===== src/include/addr_map.svh =====
`ifndef ADDR_MAP_SVH
`define ADDR_MAP_SVH
// every peripheral window spans 4 KB from its base, except the timer, which spans 12 KB up to TIMER_LAST
`define WIN_4K_LAST 32'h0000_0fff
// memory regions
`define FLASH_BASE 32'h0000_0000
`define FLASH_LAST 32'h0000_7fff
`define SRAM_BASE 32'h2000_0000
`define SRAM_LAST 32'h2000_1fff
`define SRAM_ALIAS_BASE 32'h2200_0000
`define SRAM_ALIAS_LAST 32'h2203_ffff
// peripheral space, its bit-band alias and its never-execute span
`define PERI_BASE 32'h4000_0000
`define PERI_BB_LAST 32'h400f_ffff
`define PERI_ALIAS_BASE 32'h4200_0000
`define PERI_ALIAS_LAST 32'h43ff_ffff
`define PERI_NOEXEC_LAST 32'h5fff_ffff
// peripheral windows
`define WDOG_BASE 32'h4000_0000
`define GPIOA_BASE 32'h4000_4000
`define GPIOB_BASE 32'h4000_5000
`define GPIOC_BASE 32'h4000_6000
`define GPIOD_BASE 32'h4000_7000
`define SSI0_BASE 32'h4000_8000
`define UART0_BASE 32'h4000_c000
`define UART1_BASE 32'h4000_d000
`define I2C0_BASE 32'h4002_0000
`define GPIOE_BASE 32'h4002_4000
`define PWM_BASE 32'h4002_8000
`define TIMER_BASE 32'h4003_0000
`define TIMER_LAST 32'h4003_2fff
`define ADC0_BASE 32'h4003_8000
`define FLASHCTL_BASE 32'h400f_d000
`define SYSCTL_BASE 32'h400f_e000
// private core bus windows
`define INSTR_TRACE_BASE 32'he000_0000
`define DATA_WATCH_BASE 32'he000_1000
`define FLASH_PATCH_BASE 32'he000_2000
`define CORE_PERIPH_BASE 32'he000_e000
`define TRACE_PORT_BASE 32'he004_0000
`endif


===== src/include/addr_dec_pkg.sv =====
package addr_dec_pkg;
  // slave select index, one bit of the select vector each
  typedef enum logic [4:0] {
    TGT_FLASH = 5'h00, TGT_SRAM = 5'h01, TGT_WDOG = 5'h02, TGT_GPIOA = 5'h03,
    TGT_GPIOB = 5'h04, TGT_GPIOC = 5'h05, TGT_GPIOD = 5'h06, TGT_GPIOE = 5'h07,
    TGT_FLASHCTL = 5'h08, TGT_SYSCTL = 5'h09, TGT_INSTR_TRACE = 5'h0a,
    TGT_DATA_WATCH = 5'h0b, TGT_FLASH_PATCH = 5'h0c, TGT_CORE_PERIPH = 5'h0d,
    TGT_TRACE_PORT = 5'h0e, TGT_MISC_PERIPH = 5'h0f
  } target_e;
  localparam int unsigned NumTargets = 16;
  typedef enum logic [1:0] {
    SIZE_BYTE = 2'h0, SIZE_HALF = 2'h1, SIZE_WORD = 2'h2
  } size_e;
  typedef enum logic [3:0] {
    ST_IDLE = 4'h1, ST_ACCESS = 4'h2, ST_BB_READ = 4'h4, ST_BB_WRITE = 4'h8
  } state_e;
endpackage


===== src/design/lane_steer.sv =====
`timescale 1ns/1ns
`default_nettype none
module lane_steer (
  // request lanes
  input wire logic [1:0] addrLow,
  input wire addr_dec_pkg::size_e size,
  input wire logic [31:0] wdataIn,
  // steered lanes
  output logic [3:0] byteEn,
  output logic [31:0] laneData,
  output logic misaligned
);
  import addr_dec_pkg::*;

  // write data arrives right-justified and is copied onto every lane
  always_comb begin
    byteEn = 4'h0;
    laneData = wdataIn;
    misaligned = 1'b0;
    case (size)
      SIZE_BYTE: begin // [RULE17] [RULE18]
        byteEn = 4'h1 << addrLow;
        laneData = {4{wdataIn[7:0]}};
      end
      SIZE_HALF: begin // [RULE17] [RULE18]
        byteEn = 4'h3 << addrLow;
        laneData = {2{wdataIn[15:0]}};
        misaligned = addrLow[0];
      end
      SIZE_WORD: begin // [RULE17]
        byteEn = 4'hf;
        misaligned = |addrLow;
      end
      default: misaligned = 1'b1;
    endcase
  end
endmodule
`default_nettype wire


===== src/design/region_decoder.sv =====
`include "addr_map.svh"
`timescale 1ns/1ns
`default_nettype none
module region_decoder (
  // address to decode
  input wire logic [31:0] addr,
  // decode result
  output addr_dec_pkg::target_e target,
  output logic hit
);
  import addr_dec_pkg::*;

  localparam int NumWin = 22;
  // fixed table, nothing here can be moved at run time [RULE1]
  localparam logic [31:0] WinFirst [NumWin] = '{
    `FLASH_BASE, `SRAM_BASE, `WDOG_BASE, `GPIOA_BASE, `GPIOB_BASE,
    `GPIOC_BASE, `GPIOD_BASE, `SSI0_BASE, `UART0_BASE, `UART1_BASE,
    `I2C0_BASE, `GPIOE_BASE, `PWM_BASE, `TIMER_BASE, `ADC0_BASE,
    `FLASHCTL_BASE, `SYSCTL_BASE, `INSTR_TRACE_BASE, `DATA_WATCH_BASE,
    `FLASH_PATCH_BASE, `CORE_PERIPH_BASE, `TRACE_PORT_BASE};
  localparam logic [31:0] WinLast [NumWin] = '{
    `FLASH_LAST, `SRAM_LAST, `WDOG_BASE + `WIN_4K_LAST,
    `GPIOA_BASE + `WIN_4K_LAST, `GPIOB_BASE + `WIN_4K_LAST,
    `GPIOC_BASE + `WIN_4K_LAST, `GPIOD_BASE + `WIN_4K_LAST,
    `SSI0_BASE + `WIN_4K_LAST, `UART0_BASE + `WIN_4K_LAST,
    `UART1_BASE + `WIN_4K_LAST, `I2C0_BASE + `WIN_4K_LAST,
    `GPIOE_BASE + `WIN_4K_LAST, `PWM_BASE + `WIN_4K_LAST, `TIMER_LAST,
    `ADC0_BASE + `WIN_4K_LAST, `FLASHCTL_BASE + `WIN_4K_LAST,
    `SYSCTL_BASE + `WIN_4K_LAST, `INSTR_TRACE_BASE + `WIN_4K_LAST,
    `DATA_WATCH_BASE + `WIN_4K_LAST, `FLASH_PATCH_BASE + `WIN_4K_LAST,
    `CORE_PERIPH_BASE + `WIN_4K_LAST, `TRACE_PORT_BASE + `WIN_4K_LAST};
  // [RULE3] [RULE4] [RULE8] [RULE9] [RULE10] [RULE11] [RULE12]
  // [RULE13] [RULE14] [RULE15]
  localparam logic [4:0] WinTgt [NumWin] = '{
    TGT_FLASH, TGT_SRAM, TGT_WDOG, TGT_GPIOA, TGT_GPIOB, TGT_GPIOC,
    TGT_GPIOD, TGT_MISC_PERIPH, TGT_MISC_PERIPH, TGT_MISC_PERIPH,
    TGT_MISC_PERIPH, TGT_GPIOE, TGT_MISC_PERIPH, TGT_MISC_PERIPH,
    TGT_MISC_PERIPH, TGT_FLASHCTL, TGT_SYSCTL, TGT_INSTR_TRACE,
    TGT_DATA_WATCH, TGT_FLASH_PATCH, TGT_CORE_PERIPH, TGT_TRACE_PORT};

  logic [NumWin-1:0] match;
  logic [4:0] tgtBits;

  for (genvar i = 0; i < NumWin; i++) begin : g_win
    assign match[i] = (addr >= WinFirst[i]) && (addr <= WinLast[i]);
  end

  // windows never overlap, so an or of the hit codes is the code
  always_comb begin
    tgtBits = 5'h00;
    for (int i = 0; i < NumWin; i++) begin
      if (match[i]) begin
        tgtBits = tgtBits | WinTgt[i];
      end
    end
  end

  assign target = target_e'(tgtBits);
  assign hit = |match; // [RULE2]
endmodule
`default_nettype wire


===== src/design/sys_addr_decoder.sv =====
`include "addr_map.svh"
`timescale 1ns/1ns
`default_nettype none
// Function
// RULE1: one fixed 4 GB map, never remapped
// RULE2: reserved addresses answer with a fault
// RULE3: flash at 0x0000_0000 to 0x0000_7fff
// RULE4: SRAM at 0x2000_0000 to 0x2000_1fff
// RULE5: SRAM alias word maps one SRAM bit
// RULE6: peripheral alias covers 0x4000_0000 to 0x400f_ffff
// RULE7: alias access changes one bit atomically
// RULE8: watchdog window at 0x4000_0000
// RULE9: GPIO A to D in consecutive windows
// RULE10: GPIO E window at 0x4002_4000
// RULE11: flash control window at 0x400f_d000
// RULE12: system control window at 0x400f_e000
// RULE13: trace, watchpoint, flash patch at 0xe000_0000
// RULE14: core peripherals at 0xe000_e000
// RULE15: trace port at 0xe004_0000, rest reserved
// RULE16: slave address is window base plus offset
// RULE17: byte, halfword and word sizes honoured
// RULE18: little-endian byte lanes
// RULE19: fetch from peripheral region faults
// RULE20: one select or fault, decoded combinationally
module sys_addr_decoder (
  // clock and reset
  input wire logic clk_sys,
  input wire logic arst_n,
  // master request
  input wire logic reqValid,
  input wire logic [31:0] reqAddr,
  input wire logic reqWrite,
  input wire addr_dec_pkg::size_e reqSize,
  input wire logic reqFetch,
  input wire logic [31:0] reqWdata,
  output logic reqReady_r,
  // master response
  output logic rspValid_r,
  output logic rspFault_r,
  output logic [31:0] rspData_r,
  // slave request
  output logic [addr_dec_pkg::NumTargets-1:0] slvSel_r,
  output logic slvValid_r,
  output logic [31:0] slvAddr_r,
  output logic slvWrite_r,
  output addr_dec_pkg::size_e slvSize_r,
  output logic [3:0] slvByteEn_r,
  output logic [31:0] slvWdata_r,
  output logic slvLock_r,
  // slave answer
  input wire logic slvReady,
  input wire logic [31:0] slvRdata
);
  import addr_dec_pkg::*;

  localparam logic [NumTargets-1:0] SelOne = {{(NumTargets-1){1'b0}}, 1'b1};

  state_e state_r;
  state_e state_nxt;
  logic take;
  logic inSramAlias;
  logic inPeriAlias;
  logic isAlias;
  logic inNoExec;
  logic misaligned;
  logic hit;
  logic fault;
  logic [31:0] aliasOff;
  logic [31:0] bbAddr;
  logic [31:0] effAddr;
  logic [31:0] laneData;
  logic [31:0] rdShift;
  logic [31:0] rdData;
  logic [3:0] byteEn;
  size_e effSize;
  target_e target;
  logic [2:0] bbBit_r;
  logic bbWrite_r;
  logic bbValue_r;
  logic [7:0] bbByte;
  logic [7:0] bbMod;

  assign take = reqValid && reqReady_r;

  // alias detection and translation to the bit's byte
  assign inSramAlias = (reqAddr >= `SRAM_ALIAS_BASE) && (reqAddr <= `SRAM_ALIAS_LAST);
  assign inPeriAlias = (reqAddr >= `PERI_ALIAS_BASE) && (reqAddr <= `PERI_ALIAS_LAST);
  assign isAlias = inSramAlias || inPeriAlias;
  assign aliasOff = inSramAlias ? reqAddr - `SRAM_ALIAS_BASE : reqAddr - `PERI_ALIAS_BASE;
  // each alias word is one bit, so 32 alias bytes stand for one byte [RULE5] [RULE6]
  assign bbAddr = (inSramAlias ? `SRAM_BASE : `PERI_BASE) + {5'h00, aliasOff[31:5]};
  assign effAddr = isAlias ? bbAddr : reqAddr;
  assign effSize = isAlias ? SIZE_BYTE : reqSize;

  // peripheral space holds device registers only, never code [RULE19]
  assign inNoExec = (reqAddr >= `PERI_BASE) && (reqAddr <= `PERI_NOEXEC_LAST);

  region_decoder region_decoder_inst (
    .addr(effAddr),
    .target(target),
    .hit(hit)
  );

  lane_steer lane_steer_inst (
    .addrLow(effAddr[1:0]),
    .size(effSize),
    .wdataIn(reqWdata),
    .byteEn(byteEn),
    .laneData(laneData),
    .misaligned(misaligned)
  );

  // decided in the same cycle the request is offered [RULE20] [RULE2]
  assign fault = !hit || misaligned || (reqFetch && inNoExec);

  // read data comes back on its lanes and leaves right-justified [RULE18]
  assign rdShift = slvRdata >> {slvAddr_r[1:0], 3'h0};
  always_comb begin
    case (slvSize_r)
      SIZE_BYTE: rdData = {24'h00_0000, rdShift[7:0]};
      SIZE_HALF: rdData = {16'h0000, rdShift[15:0]};
      default: rdData = rdShift;
    endcase
  end

  // modified byte for the alias write-back [RULE7]
  assign bbByte = rdShift[7:0];
  always_comb begin
    bbMod = bbByte;
    bbMod[bbBit_r] = bbValue_r;
  end

  always_comb begin
    state_nxt = state_r;
    case (state_r)
      ST_IDLE: begin
        if (take && !fault) begin
          state_nxt = isAlias ? ST_BB_READ : ST_ACCESS;
        end
      end
      ST_ACCESS: begin
        if (slvReady) begin
          state_nxt = ST_IDLE;
        end
      end
      ST_BB_READ: begin
        if (slvReady) begin
          state_nxt = bbWrite_r ? ST_BB_WRITE : ST_IDLE;
        end
      end
      ST_BB_WRITE: begin
        if (slvReady) begin
          state_nxt = ST_IDLE;
        end
      end
      default: state_nxt = ST_IDLE;
    endcase
  end

  always_ff @(posedge clk_sys or negedge arst_n) begin
    if (!arst_n) begin
      state_r <= ST_IDLE;
    end else begin
      state_r <= state_nxt;
    end
  end

  // no new request while the read-modify-write is in flight [RULE7]
  always_ff @(posedge clk_sys or negedge arst_n) begin
    if (!arst_n) begin
      reqReady_r <= 1'b1;
    end else begin
      reqReady_r <= (state_nxt == ST_IDLE);
    end
  end

  always_ff @(posedge clk_sys or negedge arst_n) begin
    if (!arst_n) begin
      bbBit_r <= 3'h0;
      bbWrite_r <= 1'b0;
      bbValue_r <= 1'b0;
    end else if (take && isAlias) begin
      bbBit_r <= aliasOff[4:2];
      bbWrite_r <= reqWrite;
      bbValue_r <= reqWdata[0];
    end
  end

  always_ff @(posedge clk_sys or negedge arst_n) begin
    if (!arst_n) begin
      slvSel_r <= '0;
      slvValid_r <= 1'b0;
      slvAddr_r <= 32'h0000_0000;
      slvWrite_r <= 1'b0;
      slvSize_r <= SIZE_BYTE;
      slvByteEn_r <= 4'h0;
      slvWdata_r <= 32'h0000_0000;
      slvLock_r <= 1'b0;
    end else begin
      case (state_r)
        ST_IDLE: begin
          if (take && !fault) begin
            slvSel_r <= SelOne << target; // [RULE20]
            slvValid_r <= 1'b1;
            slvAddr_r <= effAddr; // [RULE16]
            slvWrite_r <= reqWrite && !isAlias;
            slvSize_r <= effSize; // [RULE17]
            slvByteEn_r <= byteEn;
            slvWdata_r <= laneData; // [RULE18]
            slvLock_r <= isAlias; // [RULE7]
          end
        end
        ST_ACCESS: begin
          if (slvReady) begin
            slvSel_r <= '0;
            slvValid_r <= 1'b0;
            slvWrite_r <= 1'b0;
          end
        end
        ST_BB_READ: begin
          if (slvReady) begin
            if (bbWrite_r) begin
              // same select, address and lane, still locked [RULE7]
              slvWrite_r <= 1'b1;
              slvWdata_r <= {4{bbMod}};
            end else begin
              slvSel_r <= '0;
              slvValid_r <= 1'b0;
              slvLock_r <= 1'b0;
            end
          end
        end
        ST_BB_WRITE: begin
          if (slvReady) begin
            slvSel_r <= '0;
            slvValid_r <= 1'b0;
            slvWrite_r <= 1'b0;
            slvLock_r <= 1'b0;
          end
        end
        default: begin
          slvSel_r <= '0;
          slvValid_r <= 1'b0;
          slvLock_r <= 1'b0;
        end
      endcase
    end
  end

  // response is a one-cycle pulse; data holds until the next one
  always_ff @(posedge clk_sys or negedge arst_n) begin
    if (!arst_n) begin
      rspValid_r <= 1'b0;
      rspFault_r <= 1'b0;
      rspData_r <= 32'h0000_0000;
    end else begin
      rspValid_r <= 1'b0;
      rspFault_r <= 1'b0;
      case (state_r)
        ST_IDLE: begin
          if (take && fault) begin // [RULE2] [RULE19]
            rspValid_r <= 1'b1;
            rspFault_r <= 1'b1;
            rspData_r <= 32'h0000_0000;
          end
        end
        ST_ACCESS: begin
          if (slvReady) begin
            rspValid_r <= 1'b1;
            rspData_r <= slvWrite_r ? 32'h0000_0000 : rdData;
          end
        end
        ST_BB_READ: begin
          if (slvReady && !bbWrite_r) begin
            rspValid_r <= 1'b1;
            rspData_r <= {31'h0000_0000, bbByte[bbBit_r]}; // [RULE5]
          end
        end
        ST_BB_WRITE: begin
          if (slvReady) begin
            rspValid_r <= 1'b1;
            rspData_r <= 32'h0000_0000;
          end
        end
        default: ;
      endcase
    end
  end
endmodule
`default_nettype wire


===== config.mk =====
export PLATFORM = sky130hd
export DESIGN_NAME = sys_addr_decoder
export DESIGN_NICKNAME = d
export VERILOG_FILES = /design/src/include/addr_dec_pkg.sv /design/src/design/lane_steer.sv /design/src/design/region_decoder.sv /design/src/design/sys_addr_decoder.sv
export VERILOG_INCLUDE_DIRS = /design/src /design/src/include
export SDC_FILE = /design/constraint.sdc
export NUM_CORES = 1
export LEC_CHECK = 0
export BUFFER_PORTS_ARGS = -buffer_cell sky130_fd_sc_hd__buf_2
export CAP_MARGIN = 0
export CORE_ASPECT_RATIO = 2
export CORE_MARGIN = 3
export CORE_UTILIZATION = 40
export CTS_CLUSTER_SIZE = 25
export DETAILED_ROUTE_END_ITERATION = 7
export GPL_TIMING_DRIVEN = 0
export PLACE_DENSITY = 0.68
export SYNTH_ARGS = -nofsm -noshare
export SYNTH_HDL_FRONTEND = slang
export SYNTH_HIERARCHICAL = 1
export SYNTH_SLANG_ARGS = --single-unit

===== constraint.sdc =====
create_clock -name clk_sys -period 3 [get_ports clk_sys]
set_input_delay 0.3 -clock clk_sys [delete_from_list [all_inputs] [get_ports clk_sys]]
set_output_delay 0.3 -clock clk_sys [all_outputs]
set_load 0.03 [all_outputs]

* Yosys cells after proc, flatten, opt, wreduce, memory -nomap -nowiden
Cells that the tools add are included. W data, S select, Z words.
Word-level totals: bits in registers 133, bits of input ports 104, output and inout port bits 124, word-level logic and storage cells 218
Cells by class: add/sub/neg operators 3, $lt $le $gt $ge 52, equal/unequal tests 17, shifts and indexed selects 4, muxes and demuxes 71, bitwise gates (word level) 1, reductions and logical operators 54
Operators by type and width (number):
- $ge A32 B31 Y1 const B | 17
- $le A32 B31 Y1 const B | 17
- $mux W32 | 10
- $pmux W32 S2 | 3
- $ge A32 B32 Y1 const B | 5
- $le A32 B32 Y1 const B | 5
- $pmux W32 S4 | 1
- $mux W4 | 18
- $ge A32 B30 Y1 const B | 2
- $le A32 B30 Y1 const B | 2
- $mux W16 | 4
- $pmux W16 S3 | 1
- $logic_and A1 B1 Y1 | 33
- $add A31 B27 Y32 | 1
- $ge A32 B1 Y1 const B | 1
- $le A32 B15 Y1 const B | 1
- $shr A32 B5 Y32 | 1
- $sub A32 B30 Y32 const B | 1
- $sub A32 B31 Y32 const B | 1
- $mux W31 | 1
- $pmux W4 S3 | 2
- $reduce_or A22 Y1 | 1
- $ne A2 B2 Y1 const B | 8
- $shl A1 B5 Y16 const A | 1
- 30 further kinds | 65

* Logic depth before layout (Yosys ltp)
word-level depth 31, depth in mapped cells 24, depth with buffers taken out 19

* Cells and area by module
The synthesis kept the hierarchy.
By module, submodules not included:
- sys_addr_decoder | times used 1, cells each 663, area an instance 6652.6 um2, sequential area each 3330.7 um2
- lane_steer | times used 1, cells each 66, area an instance 614.3 um2, sequential area each 0.0 um2
- region_decoder | times used 1, cells each 77, area an instance 549.3 um2, sequential area each 0.0 um2

* Least setup slack after synthesis
Ideal clock, no wire load.
path kind input port to flip-flop, start point input port reqAddr[22], end point register slvAddr_r[0], library setup time 0.125 ns, data arrival time 4.575 ns, required time 2.875 ns, setup slack -1.700 ns, stages on the path 19, path buffers 4, cell sequence nor4_2 > a21oi_1 > or4_4 > o2bb2ai_2 > buf_6 > buf_6 > clkbuf_1 > nand2_1 > nand2_1 > or4_4 > nor3_2 > nand2b_1 > o311a_1 > nand3_1 > nand2b_1 > or2_2 > nor2_1 > clkbuf_1 > mux2_2
Between the ends: longest elaborated chain between the ends 14, elaborated cells between the ends (all ways) 96, classes of those cells 3 x add/sub; 50 x order compare; 2 x eq/ne; 5 x mux; 36 x reduce/logical
Ends and longest elaborated chain:
- from (decl) | RTL line sys_addr_decoder.sv:31 | input wire logic [31:0] reqAddr,
- $ge A32 B30 Y1 (no source line) / $le A32 B30 Y1 (equally long branches)
- $logic_and A1 B1 Y1 | RTL line sys_addr_decoder.sv:86 | assign inSramAlias = (reqAddr >= `SRAM_ALIAS_BASE) && (reqAddr <= `SRAM_ALIAS_LAST);
- $mux W32 (no source line)
- $add A31 B27 Y32 | RTL line sys_addr_decoder.sv:91 | assign bbAddr = (inSramAlias ? `SRAM_BASE : `PERI_BASE) + {5'h00, aliasOff[31:5]};
- $mux W32 * | RTL line sys_addr_decoder.sv:92 | assign effAddr = isAlias ? bbAddr : reqAddr;
- named net effAddr[23] | RTL line sys_addr_decoder.sv:70 | logic [31:0] effAddr;
- $ge A32 B1 Y1 (tied with other cells) | RTL line region_decoder.sv:45 | assign match[i] = (addr >= WinFirst[i]) && (addr <= WinLast[i]);
- $logic_and A1 B1 Y1 | RTL line region_decoder.sv:45
- $reduce_or A22 Y1 * | RTL line region_decoder.sv:59 | assign hit = |match;
- named net hit | RTL line sys_addr_decoder.sv:66 | logic hit;
- $logic_not A1 Y1 * | RTL line sys_addr_decoder.sv:114 | assign fault = !hit || misaligned || (reqFetch && inNoExec);
- $logic_or A1 B1 Y1 * (2 in series) | RTL line sys_addr_decoder.sv:114
- $logic_not A1 Y1 * | RTL line sys_addr_decoder.sv:202 | if (take && !fault) begin
- $logic_and A1 B1 Y1 * | RTL line sys_addr_decoder.sv:202
- $reduce_and A2 Y1 (no source line) *
- to (signal assigned) | RTL line sys_addr_decoder.sv:205 | slvAddr_r <= effAddr;
- to (decl) | RTL line sys_addr_decoder.sv:44 | output logic [31:0] slvAddr_r,
Mark *: on every way through the listed nets, which the timed path passes. The rest lies on a longest branch. A chain may end at the register's enable or synchronous reset.

* Worst setup path in the final report
start point input port reqAddr[20], end point register slvSel_r[11] in the netlist's numbering
Between the ends: elaborated cells between the ends (all ways) 121, classes of those cells 3 x add/sub; 50 x order compare; 3 x eq/ne; 1 x shift; 28 x mux; 36 x reduce/logical
RTL lines:
- $ge A32 B30 Y1 (no source line) / $le A32 B30 Y1 (equally long branches)
- $logic_and A1 B1 Y1 | RTL line sys_addr_decoder.sv:86
- $mux W32 (no source line)
- $add A31 B27 Y32 | RTL line sys_addr_decoder.sv:91
- $mux W32 * | RTL line sys_addr_decoder.sv:92
- named net effAddr[20] | RTL line sys_addr_decoder.sv:70
- $ge A32 B1 Y1 (tied with other cells) | RTL line region_decoder.sv:45
- $logic_and A1 B1 Y1 | RTL line region_decoder.sv:45
- $reduce_or A22 Y1 * | RTL line region_decoder.sv:59
- named net hit | RTL line sys_addr_decoder.sv:66
- $logic_not A1 Y1 * | RTL line sys_addr_decoder.sv:114
- $logic_or A1 B1 Y1 * (2 in series) | RTL line sys_addr_decoder.sv:114
- $logic_not A1 Y1 * | RTL line sys_addr_decoder.sv:202
- $logic_and A1 B1 Y1 * | RTL line sys_addr_decoder.sv:202
- $ne A2 B2 Y1 (no source line) *
- $reduce_and A4 Y1 (no source line) *
- to (signal assigned) | RTL line sys_addr_decoder.sv:203 | slvSel_r <= SelOne << target;
- to (decl) | RTL line sys_addr_decoder.sv:42 | output logic [addr_dec_pkg::NumTargets-1:0] slvSel_r,
Mark *: on every way through the listed nets, which the timed path passes. The rest lies on a longest branch. The select of a mux whose other input is x is not followed.

==> impl_metrics.ini <==
[status]
outcome = complete, but fails checks
violations = negative setup slack

[clocking]
clock_latency_ps = 420
clkTransAtPathRegs_ps = 60
clock-sinks = 133
tritoncts = yes
cts_buffer_depth = 2
ctsHtreeMaxLevel = 4
cts-root-buf = clkbuf_16
cts-buffers-inserted = 17

[die]
coreArea_um2 = 19000
floorplan.die_area_um2 = 21400
initial_core_util_pct = 41.1
die_w_um = 105
num_rows = 71
ios = 228
die_y_um = 204

[synth]
synth.avg_cell_area_um2 = 9.70
async_reset_ff_share_pct = 100
synth_fp_nets = 912
ys_ff_latch = 133
ys_warn_count = 6
synth_edf_count = 0
yosys.cell_types.count = 78
synth-main-ff-cell = dfrtp_1
ys_seq_area_share_pct = 42.6
synth_area_um2 = 7820
syn_inst = 806

[power]
leakage_nw = 5.76
powerDensity_nw_per_um2 = 467
vdd_drop_max_v = 0.000332

[sta]
setup_ws_ps = -1330
max_slew.worst_pin.slew_ps = 1420
min_period_over_period_pct = 144
hold_viol = 0
min_period_ps = 4330
slew_viol_final = 0
fin_worst_skew_ps = 9.63
fmax_mhz = 231
final.setup.tns_ps = -148720
slew_headroom_pct = 4.00
setup-violations-final = 127
rsz0062_at_grt = true

[worst_hold_path]
min_path_type = in -> reg
holdPathStages = 2

[layout]
fill_cells = 1700
finalNonFillerCells = 1375
design_area_um2 = 11500
drive_above_1_share_pct = 50.2
num_antenna_cells = 0
post-route-util_pct = 60.5
syn_to_final_growth_pct = 47.1
nNetsFinal = 1214

[drt]
avgViaCountPerCell = 5.64
vias = 7760
dr.pass1.iters = 6
postRouteAntennaNets = 0
wl_per_cell_um = 21.2
drc = 0
drt-total-wl_um = 29100
drtIter0Drc = 351

[critical_path]
worstSetupStartpointType = input port
critPathMaxFanout = 8
critPathRequiredTime_ps = 3350
reg2regPathDepth = 7
end_kind = flip-flop
arrival_ps = 4680
path_class = in -> reg

[global_route]
grt_pass1_vias = 7893
grt_antenna_before_repair = 1
track_usage_pct = 25.8
grt_first_pass_wirelength_um = 42700
grt_overflow = 0
grt_start_max_net_pins = 75

[placement]
io_buffers = 226
place.gp.congestion = 0.932
place_inst = 1288
place_area_um2 = 9510
dp_hpwl_um = 20600

[run]
drv_cap = 0
[through the flow]
step / hold WS [ps] / setup WS [ps] / power (mW)
6_report: 137 / -1330 / 5.36
5_1_grt: 133 / -1480 / 5.58
4_1_cts: 121 / -1350 / 5.27
3_5_place_dp: 327 / -2360 / 3.10
3_3_place_gp: 455 / -2330 / 3.08
2_1_floorplan: 4.41 / -1410 / 2.69
[flip-flops by register name, indices dropped and copies added, names as in the netlist, 2 cells and up]
register and cells:
bbBit_r 3, state_r 4, slvSize_r 2, slvSel_r 16, slvWdata_r 32, rspData_r 32, slvAddr_r 32, slvByteEn_r 4
[metal layers]
layer  global-route usage (%)  vias up  share of wire [%]
li1                         -     3508                  -
met1                     25.2     3844                 33
met2                     49.3      309                 57
met3                     4.02       97                3.8
met4                     16.6        2                6.3
met5                        0        -              0.038
[synthesized netlist by cell type (9+ instances only)]
library cell  number  area (um^2)
a21o_1            35          263
a21oi_1           45          225
a22o_1            11         96.3
buf_4              9         67.6
clkbuf_1          40          150
dfrtp_1          131         3280
inv_1             10         37.5
mux2_2            58          653
mux2_4            13          195
mux2i_1           41          410
nand2_1          154          578
nand3_1           17         85.1
nor2_1            33          124
o21ai_0           28          140
o31ai_1           26          195
[placed cells by master, fill, tap and decap left out, drive strengths merged, types with 3 or more instances in the layout]
| cell type | n |
|---|---|
| and2 | 3 |
| a32o | 5 |
| o311ai | 4 |
| nor3 | 9 |
| a21o | 35 |
| mux2i | 41 |
| nand3 | 17 |
| nor2 | 34 |
| or4 | 3 |
| nor2b | 4 |
| dfrtp | 131 |
| xor2 | 4 |
| nand3b | 4 |
| nand4 | 5 |
| a21oi | 45 |
| and3 | 5 |
| o21ai | 38 |
| or3 | 3 |
| or2 | 5 |
| clkbuf | 51 |
| clkinv | 6 |
| o22ai | 5 |
| o31ai | 26 |
| a22o | 11 |
| o211ai | 5 |
| nor4 | 10 |
| or4b | 3 |
| nand2b | 7 |
| mux2 | 71 |
| nand2 | 154 |
| inv | 12 |
| a31oi | 4 |
| buf | 314 |
| nor4b | 5 |
| clkinvlp | 3 |
| bufinv | 3 |
[power breakdown]
| part | switching [mW] | total (mW) | internal (mW) |
|---|---|---|---|
| Sequential | 0.0891 | 2.02 | 1.93 |
| Clock | 0.828 | 2.13 | 1.30 |
| Combinational | 0.731 | 1.22 | 0.484 |
[worst max-delay path: stages]
cell       delay, ps
buf_12           110
nor4_4           320
a21oi_2          100
or4_4            450
o2bb2ai_4        150
buf_6            130
buf_12           130
clkbuf_16        150
nand2_4           60
nand2_2           40
or4_4            600
nor3_4           250
nand2b_1         120
o311a_1          340
nand3_1          100
nand2b_1          70
or4b_4           520
buf_8            150
nor4b_4          230
buf_4            170
a32o_1           170
[kinds of logic (layout without fill, tap and decap cells)]
group	count (synthesis)	count (layout)	synth area share (%)
muxes	114	114	16.7
other	1	1	0.0480
buffers and inverters	78	390	5.06
xor gates and xnor gates	5	5	0.560
adders and majority gates	2	2	0.320
and+or+nand+nor	279	279	17.9
DFF	133	133	42.6
AOI/OAI and AO/OA	194	196	16.8
[cell type report]
cell class                 instances  area (um^2)  area share, %
inverter                          11         46.3          0.403
multi-input combinational        597         4740           41.2
buffer                            67          622           5.41
sequential                       133         3330           29.0
timing repair buffer             281         1860           16.1
clock buffer                      18          429           3.73
tap                              255          319           2.77
clock inverter                    13          159           1.38
[path summary, 6_finish.rpt]
path                                           start                   endpoint  slack (ps)
setup / recovery                         reqAddr[20]   slvSel_r[11]$_DFFE_PN0P_       -1330
hold / removal                              reqWrite      bbWrite_r$_DFFE_PN0P_         140
setup reg to reg                state_r[0]$_DFF_PN1_  rspData_r[23]$_DFFE_PN0P_         -10
hold reg to reg            slvAddr_r[31]$_DFFE_PN0P_  slvAddr_r[31]$_DFFE_PN0P_         470
max in group asynchronous                     arst_n       state_r[0]$_DFF_PN1_        1750
min in group asynchronous                     arst_n  slvWdata_r[7]$_DFFE_PN0P_         430
[repair_timing]
item	in CTS	in global routing
cloned	7	12
endpoints found under the setup margin	127	127
pin swaps	24	72
gates resized for setup	42	188
hold endpoints to repair	58	0
hold buffers	1	0
setup buffers	24	12
Note: power is estimated with default switching activity, not from simulation.
